File: config.mk
export PLATFORM = sky130hd
export DESIGN_NAME = cidt_decoder
export DESIGN_NICKNAME = d
export VERILOG_FILES = /design/src/hdl/cidt_pkg.sv /design/src/hdl/cidt_decoder.sv
export SDC_FILE = /design/constraint.sdc
export NUM_CORES = 1
export LEC_CHECK = 0
export ABC_AREA = 0
export BUFFER_PORTS_ARGS = -buffer_cell sky130_fd_sc_hd__buf_2
export CORE_MARGIN = 2
export CORE_UTILIZATION = 52
export CTS_BUF_LIST = sky130_fd_sc_hd__clkbuf_8
export DETAILED_ROUTE_END_ITERATION = 6
export PLACE_DENSITY_LB_ADDON = 0.1
export SETUP_SLACK_MARGIN = 0.05
export SYNTH_ARGS = -nofsm -noshare
export SYNTH_HDL_FRONTEND = slang
export SYNTH_SLANG_ARGS = --single-unit
export TNS_END_PERCENT = 50
File: constraint.sdc
create_clock -name i_clk -period 2.5 [get_ports i_clk]
set_input_delay 0.75 -clock i_clk [delete_from_list [all_inputs] [get_ports i_clk]]
set_output_delay 0.75 -clock i_clk [all_outputs]
set_load 0.01 [all_outputs]
File: src/hdl/cidt_pkg.sv
// package for the instruction decode and cycle-timing block
// Functional notes
// - instruction words are 14 bits and carry opcode and all operands with no extension words.
// - every opcode is sorted into byte-oriented, bit-oriented or literal/control class.
// - an instruction that is not an exception completes in one instruction cycle.
// - both subroutine calls, literal target and via accumulator, take two cycles.
// - plain return, return with literal and return from interrupt take two cycles.
// - absolute jump, relative branch, branch via accumulator and taken skips take two cycles.
// - an indirect access while the selected pointer addresses program memory adds one cycle.
// - one instruction cycle is four oscillator cycles.
// - every instruction naming a file register reads it first, then writes the result.
// - destination bit 0 sends the result to the accumulator, 1 back to the file register.
// - the file address field selects a register 0x00 to 0x7F of the current bank.
// - the bit address field picks one of eight bit positions of the file register.
// - the pointer number field selects pointer 0 or 1 and its indirect access register.
// - a two-bit mode field selects pre-increment, pre-decrement, post-increment or post-decrement.
// - don't-care bits are ignored, the result is the same whether they are 0 or 1.
package cidt_pkg;
   localparam int          INSN_W      = 14;
   localparam int          PHASES      = 4;
   localparam logic [1:0]  PHASE_LAST  = 2'h3;
   localparam logic [6:0]  INDIRECT0   = 7'h00;
   localparam logic [6:0]  INDIRECT1   = 7'h01;
   localparam logic [13:0] NOP_WORD    = 14'h0000;

   typedef enum logic [1:0] {CIDT_BYTE, CIDT_BIT, CIDT_LITCTL} cidt_class_t;
   typedef enum logic [1:0] {CIDT_PREINC, CIDT_PREDEC, CIDT_POSTINC, CIDT_POSTDEC} cidt_mode_t;

   // decoded operand fields of one word
   typedef struct packed {
      cidt_class_t cls;
      logic [6:0]  file_addr;
      logic        dest_file;
      logic [2:0]  bit_addr;
      logic [7:0]  literal;
      logic        ptr_num;
      cidt_mode_t  ptr_mode;
      logic        uses_file;
      logic        is_ptr;
   } cidt_fields_t;

   // per-instruction cycle figures
   typedef struct packed {
      logic       flow_change;
      logic       cond_skip;
      logic       indirect;
   } cidt_timing_t;
endpackage

File: src/hdl/cidt_decoder.sv
// instruction decode, read-modify-write sequencing and cycle timing of the core
`timescale 1ns/100ps
module cidt_decoder
   import cidt_pkg::*;
(
   input  wire logic              i_clk,
   input  wire logic              i_rst_n,
   input  wire logic [INSN_W-1:0] i_insn,          // prefetched word, valid at end of cycle
   input  wire logic              i_skip_cond,     // bit test or count-to-zero result from datapath
   input  wire logic              i_ptr0_prog,     // pointer 0 addresses program memory
   input  wire logic              i_ptr1_prog,     // pointer 1 addresses program memory
   output logic                   o_fetch,         // pulse: take the next word
   output logic [1:0]             o_phase,
   output cidt_fields_t           o_fields,
   output logic                   o_file_read,     // pulse in phase 1
   output logic                   o_file_write,    // pulse in phase 3
   output logic                   o_acc_write,     // pulse in phase 3
   output logic                   o_nop_cycle,     // level over a discarded cycle
   output logic                   o_extra_cycle    // level over an indirect stall cycle
);

   typedef enum logic [1:0] {CIDT_EXEC, CIDT_FLUSH, CIDT_STALL} cidt_state_t;

   // split a word into class and operand fields
   function automatic cidt_fields_t decode(input logic [INSN_W-1:0] w);
      cidt_fields_t f;
      f = '0;
      f.file_addr = w[6:0];
      f.dest_file = w[7];
      f.bit_addr  = w[9:7];
      f.literal   = w[7:0];
      f.ptr_num   = w[2];
      f.ptr_mode  = cidt_mode_t'(w[1:0]);
      unique case (w[13:12])
         2'h0: begin
            f.cls = CIDT_BYTE;
            f.uses_file = (w[11:8] != 4'h0) || w[7];                   // movwf and above name a file
         end
         2'h1: begin
            f.cls = CIDT_BIT;
            f.uses_file = 1'b1;
         end
         default: begin
            f.cls = CIDT_LITCTL;
            f.uses_file = 1'b0;
         end
      endcase
      f.is_ptr = (w[13:3] == 11'h002);                                 // pointer update group
      return f;
   endfunction

   // cycle-count class of a word; don't-care bits of a no-operation word reach the indirect test
   function automatic cidt_timing_t timing(input logic [INSN_W-1:0] w);
      cidt_timing_t t;
      t = '0;
      t.flow_change = (w[13:12] == 2'h2)                               // call and absolute_jump
                    || (w[13:9] == 5'h19)                              // relative_branch
                    || (w == 14'h0008) || (w == 14'h0009)              // return, return_from_interrupt
                    || (w[13:8] == 6'h34)                              // return_with_literal
                    || (w == 14'h000A) || (w == 14'h000B);             // call/branch via accumulator
      t.cond_skip   = (w[13:11] == 3'h3)                               // skip_if_bit_clear / set
                    || (w[13:8] == 6'h0B) || (w[13:8] == 6'h0F);        // decrement/increment skip
      t.indirect    = ((w[13:12] == 2'h0) || (w[13:12] == 2'h1))
                    && ((w[6:0] == INDIRECT0) || (w[6:0] == INDIRECT1));
      return t;
   endfunction

   logic [1:0]        phase_reg, phase_next;
   cidt_state_t       state_reg, state_next;
   logic [INSN_W-1:0] ir_reg, ir_next;
   cidt_fields_t      fields_reg, fields_next;
   logic              fetch_reg, fetch_next;
   logic              rd_reg, rd_next, wf_reg, wf_next, wa_reg, wa_next;
   logic              nop_reg, nop_next, stall_reg, stall_next;
   cidt_fields_t      cur_f;
   cidt_timing_t      cur_t;
   logic              ptr_prog;
   logic              end_cycle;
   logic              stall_hit;
   logic              flow_hit;

   assign cur_f     = decode(ir_reg);
   assign cur_t     = timing(ir_reg);
   assign end_cycle = (phase_reg == PHASE_LAST);
   assign ptr_prog  = ir_reg[0] ? i_ptr1_prog : i_ptr0_prog;           // pointer behind the indirect register
   // a word that names no file (no-operation, pointer group) never stalls on the pointer
   assign stall_hit = cur_t.indirect && cur_f.uses_file && ptr_prog;
   assign flow_hit  = cur_t.flow_change || (cur_t.cond_skip && i_skip_cond);

   // phase counter, sequencing state and per-phase strobes
   always_comb begin
      phase_next  = phase_reg + 2'h1;
      state_next  = state_reg;
      ir_next     = ir_reg;
      fields_next = cur_f;
      fetch_next  = 1'b0;
      rd_next     = 1'b0;
      wf_next     = 1'b0;
      wa_next     = 1'b0;
      nop_next    = nop_reg;
      stall_next  = stall_reg;
      if (state_reg == CIDT_EXEC) begin
         rd_next = (phase_reg == 2'h0) && cur_f.uses_file;             // read before every write
         wf_next = (phase_reg == 2'h2) && cur_f.uses_file
                 && (cur_f.cls == CIDT_BIT || cur_f.dest_file);
         wa_next = (phase_reg == 2'h2) && cur_f.cls == CIDT_BYTE
                 && !cur_f.dest_file && cur_f.uses_file;
      end
      if (end_cycle) begin
         unique case (state_reg)
            CIDT_EXEC: begin
               if (stall_hit) begin
                  state_next = CIDT_STALL;
                  stall_next = 1'b1;
               end else if (flow_hit) begin
                  state_next = CIDT_FLUSH;
                  ir_next    = NOP_WORD;
                  nop_next   = 1'b1;
                  fetch_next = 1'b1;
               end else begin
                  ir_next    = i_insn;
                  fetch_next = 1'b1;
               end
            end
            CIDT_STALL: begin
               stall_next = 1'b0;
               fetch_next = 1'b1;
               if (flow_hit) begin
                  state_next = CIDT_FLUSH;                             // stall first, then the flush
                  ir_next    = NOP_WORD;
                  nop_next   = 1'b1;
               end else begin
                  state_next = CIDT_EXEC;
                  ir_next    = i_insn;
               end
            end
            CIDT_FLUSH: begin
               state_next = CIDT_EXEC;
               nop_next   = 1'b0;
               ir_next    = i_insn;
               fetch_next = 1'b1;
            end
            default: state_next = CIDT_EXEC;
         endcase
      end
   end

   // registers only
   always_ff @(posedge i_clk or negedge i_rst_n) begin
      if (!i_rst_n) begin
         phase_reg  <= 2'h0;
         state_reg  <= CIDT_FLUSH;
         ir_reg     <= NOP_WORD;
         fields_reg <= '0;
         fetch_reg  <= 1'b0;
         rd_reg     <= 1'b0;
         wf_reg     <= 1'b0;
         wa_reg     <= 1'b0;
         nop_reg    <= 1'b1;
         stall_reg  <= 1'b0;
      end else begin
         phase_reg  <= phase_next;
         state_reg  <= state_next;
         ir_reg     <= ir_next;
         fields_reg <= fields_next;
         fetch_reg  <= fetch_next;
         rd_reg     <= rd_next;
         wf_reg     <= wf_next;
         wa_reg     <= wa_next;
         nop_reg    <= nop_next;
         stall_reg  <= stall_next;
      end
   end

   assign o_phase       = phase_reg;
   assign o_fields      = fields_reg;
   assign o_fetch       = fetch_reg;
   assign o_file_read   = rd_reg;
   assign o_file_write  = wf_reg;
   assign o_acc_write   = wa_reg;
   assign o_nop_cycle   = nop_reg;
   assign o_extra_cycle = stall_reg;

   // instruction cycles are exactly four clocks apart
   fetch_spacing_a: assert property (@(posedge i_clk) disable iff (!i_rst_n)
      o_fetch |=> !o_fetch [*3] ##1 (o_fetch || o_extra_cycle))
      else $error("fetch spacing wrong");
   phase_wrap_a: assert property (@(posedge i_clk) disable iff (!i_rst_n)
      (o_phase == 2'h3) |=> (o_phase == 2'h0) ##3 (o_phase == 2'h3))
      else $error("phase does not wrap every four clocks");
   read_before_write_a: assert property (@(posedge i_clk) disable iff (!i_rst_n)
      o_file_write |-> $past(o_file_read, 2))
      else $error("file written without prior read");
   dest_route_a: assert property (@(posedge i_clk) disable iff (!i_rst_n)
      !(o_file_write && o_acc_write))
      else $error("result routed to both destinations");
   flush_nop_a: assert property (@(posedge i_clk) disable iff (!i_rst_n)
      $rose(o_nop_cycle) |-> !o_file_read [*4])
      else $error("discarded cycle touched a file");
   flush_len_a: assert property (@(posedge i_clk) disable iff (!i_rst_n)
      $rose(o_nop_cycle) |-> o_nop_cycle [*4] ##1 !o_nop_cycle)
      else $error("flush cycle not one instruction cycle");
   stall_len_a: assert property (@(posedge i_clk) disable iff (!i_rst_n)
      $rose(o_extra_cycle) |-> o_extra_cycle [*4] ##1 !o_extra_cycle)
      else $error("indirect stall not one instruction cycle");
   stall_quiet_a: assert property (@(posedge i_clk) disable iff (!i_rst_n)
      o_extra_cycle |-> !o_file_write && !o_acc_write)
      else $error("write during indirect stall");
   phase_strobe_a: assert property (@(posedge i_clk) disable iff (!i_rst_n)
      o_file_read |-> o_phase == 2'h1)
      else $error("file read outside phase 1");
   fetch_phase_a: assert property (@(posedge i_clk) disable iff (!i_rst_n)
      o_fetch |-> o_phase == 2'h0)
      else $error("fetch outside phase 0");
   write_phase_a: assert property (@(posedge i_clk) disable iff (!i_rst_n)
      (o_file_write || o_acc_write) |-> o_phase == 2'h3)
      else $error("write outside phase 3");
   stall_entry_a: assert property (@(posedge i_clk) disable iff (!i_rst_n)
      (end_cycle && state_reg == CIDT_EXEC && stall_hit) |=> o_extra_cycle && !o_fetch)
      else $error("indirect access did not stall");
   flow_flush_a: assert property (@(posedge i_clk) disable iff (!i_rst_n)
      (end_cycle && state_reg == CIDT_EXEC && flow_hit && !stall_hit) |=> o_nop_cycle && o_fetch)
      else $error("flow change did not insert a discarded cycle");
   single_cycle_a: assert property (@(posedge i_clk) disable iff (!i_rst_n)
      (end_cycle && state_reg == CIDT_EXEC && !stall_hit && !flow_hit)
         |=> o_fetch && !o_nop_cycle && !o_extra_cycle)
      else $error("plain instruction took more than one cycle");
   nop_quiet_a: assert property (@(posedge i_clk) disable iff (!i_rst_n)
      o_nop_cycle |-> !o_file_write && !o_acc_write)
      else $error("write during discarded cycle");
endmodule

==> impl_metrics.tcl, run 1 <==
set metrics [dict create \
    status "finished, final reports clean" \
    die_y_microns 60.97 \
    worst_slew_pin_slew_ps 817.8 \
    p_seq_frac 0.459 \
    diodes 0 \
    yosys.area_share.adder 0.05189 \
    seq_area_frac_synth 0.5649 \
    finalCritPeriodShare 0.9032 \
    max_freq_mhz 442.9 \
    path_class "reg -> reg" \
    finalHoldViolCount 0 \
    ant_nets 0 \
    r2r-end "ir_reg[2]$_DFFE_PN0P_" \
    synth_area_leaders "dfrtp_1, nand2_1, buf_4" \
    avgSynthCellArea_sq_um 10.89 \
    syn_area_sq_um 1688 \
    yosysWarningCount 0 \
    layoutNonFillerInstCount 242 \
    worst_skew_pair.late_latency_ps 290 \
    r2r_setup_slack_ps 240 \
    p_int_mw 1.387 \
    crit_path_start_kind "flop" \
    place_inst 235 \
    yosys_register_bits 38 \
    fillers 262 \
    dieArea_sq_um 3717 \
    postCtsSetupBuffers 0 \
    synthXorXnorAreaFrac 0 \
    yosysTopAreaCellShare 0.5337 \
    synth_top_family_by_area "simple AND/OR/NAND/NOR gates" \
    ys_async_sr_fraction 1.000 \
    io_pins 53 \
    nets 224 \
    cts_resized 0 \
    multi_input_area_sq_um 579.3 \
    power_mw 2.248 \
    via_count 1228 \
    combPwrFrac 0.368 \
    r2r_cells 5 \
    place_hpwl_microns 2329 \
    htreeDepth 2 \
    wirelength_microns 3197 \
    antenna_found_initial 0 \
    hold_depth 0 \
    die_w_microns 60.97 \
    muxShareOfSynthArea 0.006672 \
    grt_pass1_wl_microns 5050 \
    fin_tns_setup_ps 0 \
    irDropWorstVdd_v 0.0004875 \
    cp_max_fo 14 \
    drv_slew 0 \
    initial_core_util 0.5484 \
    hold_buffers 0 \
    finalWeightedCongestion 0.9447 \
    setup_viol 0 \
    rows 20 \
    synth_compound_area_frac 0.1342 \
    rsz0062_at_grt "no" \
    grt.overflow.total 0 \
    p_leak_nw 0.9915 \
    cts_tree "yes" \
    drt_iter0_markers 26 \
    synth_fp_nets 181 \
    synthTopCellsByCount "dfrtp_1, nand2_1, buf_4" \
    slew_headroom 0.4548 \
    grt_max_degree 39 \
    p_sw_mw 0.8604 \
    via_per_inst 5.074 \
    min-delay-path-class "reg -> reg" \
    r2r_start "ir_reg[11]$_DFFE_PN0P_" \
    ys.flop_type "dfrtp_1" \
    avgRoutedWirePerCell_microns 13.21 \
    clock_sinks 38 \
    layout-drive-gt1-share 0.3939 \
    power_density_nw_per_um2 1149 \
    syn_inst 155 \
    area.growth.synth_to_final_pct 15.94 \
    hp-start "ir_reg[2]$_DFFE_PN0P_" \
    clkPwrFrac 0.173 \
    synth-simple-area-share 0.1505 \
    fin_skew_ps 6.377 \
    cts_made_buffers 5 \
    worst_ep_arrival_time_ps 2400 \
    holdPathEnd "o_fields[7]$_DFF_PN0_" \
    root_buffer "clkbuf_8" \
    core_area_sq_um 3078 \
    synth_edf_count 0 \
    drc 0 \
    swShare 0.3828 \
    synth.distinct_cells 37 \
    path_clk_slew_ps 70 \
    track_usage 0.1899 \
    grt_pass1_vias 1123 \
    worstPathRequired_ps 2640 \
    maxCapViolCount 0 \
    fin_crit_ps 2258 \
    critical_path.endpoint_type "flop" \
    yosysTopAreaCell "dfrtp_1" \
    first_pass_iters 4 \
    clockBufferDepth 2 \
    register_area_sq_um 953.4 \
    port_buffers 52 \
]
-- cell type report --
type	instances	area share
clock inverters	2	0.005115
flip-flops and latches	38	0.4872
clock buffers	5	0.03517
repair buffers	53	0.1368
inverters	6	0.01151
well taps	44	0.02813
multi-input cells	94	0.2960
-- critical path, cell delays in order (launching register included) --
cell     delay, ps
dfrtp_1        410
or4_4          580
nor2_2         160
a311o_2        240
and2b_1        520
o21ai_0        200
-- worst max-delay path by stage --
stage                           start               endpoint  slack, ps  depth (start not counted)
2_1_floorplan  ir_reg[11]$_DFFE_PN0P_  ir_reg[3]$_DFFE_PN0P_        670                          6
3_3_place_gp   ir_reg[11]$_DFFE_PN0P_  ir_reg[1]$_DFFE_PN0P_        350                          5
3_5_place_dp   ir_reg[11]$_DFFE_PN0P_  ir_reg[2]$_DFFE_PN0P_        240                          5
4_1_cts        ir_reg[11]$_DFFE_PN0P_  ir_reg[2]$_DFFE_PN0P_        220                          5
5_1_grt        ir_reg[11]$_DFFE_PN0P_  ir_reg[2]$_DFFE_PN0P_        100                          5
6_report       ir_reg[11]$_DFFE_PN0P_  ir_reg[2]$_DFFE_PN0P_        240                          5
-- per-layer routing --
metal	track usage	wire length, microns
met1	0.2358	1402
met2	0.3103	1570
met3	0.05757	179
met4	0.07764	44
met5	0	0
-- logic make-up after synthesis --
| group | count (synthesis) |
|---|---|
| buf+inv | 23 |
| flops | 38 |
| fa+ha+maj | 7 |
| simple gates | 55 |
| mux | 1 |
| compound gates | 31 |
-- placed cells by master, fill, tap and decap left out, types with 2 or more instances in the layout --
master / count
nor2_1: 3
buf_2: 52
clkinv_2: 2
ha_1: 7
o21ai_1: 2
nand2b_1: 2
nor4_1: 2
a21oi_1: 5
o21ai_2: 7
o21ai_0: 7
dfstp_2: 2
and3_1: 2
clkbuf_8: 5
nand2_1: 36
dfrtp_1: 36
nor2b_1: 2
inv_1: 6
-- power groups by stage --
stage / clock (mW) / sequential [mW] / combinational, mW
4_1_cts: 0.396 / 1.03 / 0.833
6_report: 0.389 / 1.03 / 0.828
2_1_floorplan: 0 / 1.07 / 0.604
3_3_place_gp: 0 / 1.03 / 0.816
5_1_grt: 0.417 / 1.07 / 0.917
3_5_place_dp: 0 / 1.04 / 0.831
-- through the flow --
stage	hold WS, ps	cell area, sq um	utilization	setup slack [ps]
finish	413.6	1957	0.6358	242.0
global route	428.1	1957	0.6358	95.77
CTS	412.0	1957	0.6358	222.1
detailed placement	396.5	1878	0.6102	237.4
global placement	392.2	1878	0.6102	348.5
floorplan	366.1	1688	-	665.0
Power figures use the tool's default switching activity.
==> inputs of run 2 (changes only) <==
==> constraint.sdc (replaced) <==
create_clock -name i_clk -period 2.4 [get_ports i_clk]
set_input_delay 0.72 -clock i_clk [delete_from_list [all_inputs] [get_ports i_clk]]
set_output_delay 0.72 -clock i_clk [all_outputs]
set_load 0.01 [all_outputs]
==> run 2 against run 1 <==
  * Worst setup slack improved by 94 ps
  * Die area unchanged
  * First-iteration DRC count decreased by 7.7%
  * Critical path depth increased by 1
  * Via count decreased by 0.41%
  * Register-to-register slack improved by 90 ps
==> impl_metrics.tcl, run 2 (synthesis gave the netlist of run 1 again) <==
set metrics [dict create \
    finalHoldViolCount 0 \
    worst_slew_pin_slew_ps 800.1 \
    port_buffers 52 \
    swShare 0.3747 \
    fin_skew_ps 3.366 \
    worstPathRequired_ps 2560 \
    p_leak_nw 1.000 \
    place_hpwl_microns 2222 \
    critical_path.endpoint_type "flop" \
    path_clk_slew_ps 70 \
    first_pass_iters 4 \
    track_usage 0.1820 \
    core_area_sq_um 3078 \
    finalCritPeriodShare 0.8599 \
    grt_pass1_wl_microns 4767 \
    cpPeakStageDelay_ps 580 \
    io_pins 53 \
    finalWeightedCongestion 0.8151 \
    grt_pass1_vias 1051 \
    p_seq_frac 0.457 \
    rows 20 \
    clockBufferDepth 2 \
    crit_family "simple AND/OR/NAND/NOR gates" \
    fillers 271 \
    postCtsSetupBuffers 0 \
    hold_buffers 0 \
    final_common_cell "buf_2" \
    cts_resized 0 \
    wirelength_microns 3154 \
    path_buf_inv 1 \
    worstPathCellList "or4_4, nor2_2, a311o_2, and2b_1, buf_4, o21ai_0" \
    max_freq_mhz 484.6 \
    fin_crit_ps 2064 \
    cts_tree "yes" \
    clkPwrFrac 0.183 \
    p_sw_mw 0.8885 \
    nets 224 \
    slew_headroom 0.4666 \
    worst_skew_pair.late_latency_ps 280 \
    drc 0 \
    grt_max_degree 39 \
    die_w_microns 60.97 \
    diodes 0 \
    drv_slew 0 \
    clock_sinks 38 \
    crit_path_start_kind "flop" \
    ant_nets 0 \
    fin_tns_setup_ps 0 \
    via_count 1223 \
    maxCapViolCount 0 \
    min-delay-path-class "reg -> reg" \
    setup_viol 0 \
    cp_max_fo 14 \
    status "finished, final reports clean" \
    root_buffer "clkbuf_8" \
    crit_path_top_delay_cell "or4_4" \
    antenna_found_initial 0 \
    grt.overflow.total 0 \
    rsz0062_at_grt "no" \
    avgRoutedWirePerCell_microns 12.98 \
    final_cell_mix "buf_2, nand2_1, dfrtp_1" \
    cts_made_buffers 5 \
    area.growth.synth_to_final_pct 16.68 \
    via_per_inst 5.033 \
    dieArea_sq_um 3717 \
    combPwrFrac 0.360 \
    drt_iter0_markers 24 \
    initial_core_util 0.5484 \
    utilization 0.6398 \
    path_class "reg -> reg" \
    layout-drive-gt1-share 0.3920 \
    power_density_nw_per_um2 1204 \
    irDropWorstVdd_v 0.0005431 \
    htreeDepth 2 \
    worst_ep_arrival_time_ps 2220 \
    p_int_mw 1.483 \
    die_y_microns 60.97 \
]
## run 2: through the flow
step	std cells	hold slack (ps)	setup slack [ps]	power, mW	cell area, sq um
2_1_floorplan	155	366.1	565.0	1.746	1688
3_3_place_gp	235	391.1	416.9	1.931	1878
3_5_place_dp	235	393.4	358.2	1.956	1878
4_1_cts	243	408.8	341.7	2.396	1969
5_1_grt	243	428.3	211.9	2.550	1969
6_report	243	404.4	336.3	2.371	1969
## run 2: worst reg2reg max path, stage by stage (launching register included)
cell,delay [ps]
dfrtp_1,410
or4_4,590
nor2_2,200
a311o_2,260
and2b_1,130
buf_4,220
o21ai_0,130
## run 2: layout make-up
| class | count | area [sq um] | share of cell area |
|---|---|---|---|
| Clock buffer | 6 | 82.58 | 0.04193 |
| Inverter | 6 | 22.52 | 0.01144 |
| Sequential cell | 38 | 953.4 | 0.4841 |
| Clock inverter | 2 | 8.758 | 0.004447 |
| Multi-Input combinational cell | 94 | 579.3 | 0.2942 |
| Tap cell | 44 | 55.05 | 0.02795 |
| Timing Repair Buffer | 53 | 267.8 | 0.1360 |
## run 2: final timing paths
kind | startpoint | cells after the start | slack (ps) | to
max | ir_reg[11]$_DFFE_PN0P_ | 6 | 340 | ir_reg[13]$_DFFE_PN0P_
min | ir_reg[2]$_DFFE_PN0P_ | 0 | 400 | o_fields[7]$_DFF_PN0_
max reg2reg | ir_reg[11]$_DFFE_PN0P_ | 6 | 340 | ir_reg[13]$_DFFE_PN0P_
min reg2reg | ir_reg[2]$_DFFE_PN0P_ | 0 | 400 | o_fields[7]$_DFF_PN0_
max in group asynchronous | i_rst_n | 1 | 1380 | o_fields[10]$_DFF_PN0_
min in group asynchronous | i_rst_n | 1 | 520 | o_fields[25]$_DFF_PN0_
## run 2: power groups by stage
stage / clock network [mW] / logic [mW] / registers, mW
2_1_floorplan: 0 / 0.629 / 1.12
3_3_place_gp: 0 / 0.845 / 1.09
3_5_place_dp: 0 / 0.859 / 1.10
4_1_cts: 0.447 / 0.863 / 1.09
5_1_grt: 0.471 / 0.954 / 1.12
6_report: 0.434 / 0.854 / 1.08
## run 2: per-layer routing
metal	global-route usage	vias up	part of all wire
li1	-	594	-
met1	0.2225	576	0.44
met2	0.2995	46	0.49
met3	0.04264	7	0.055
met4	0.09627	0	0.018
met5	0	-	0
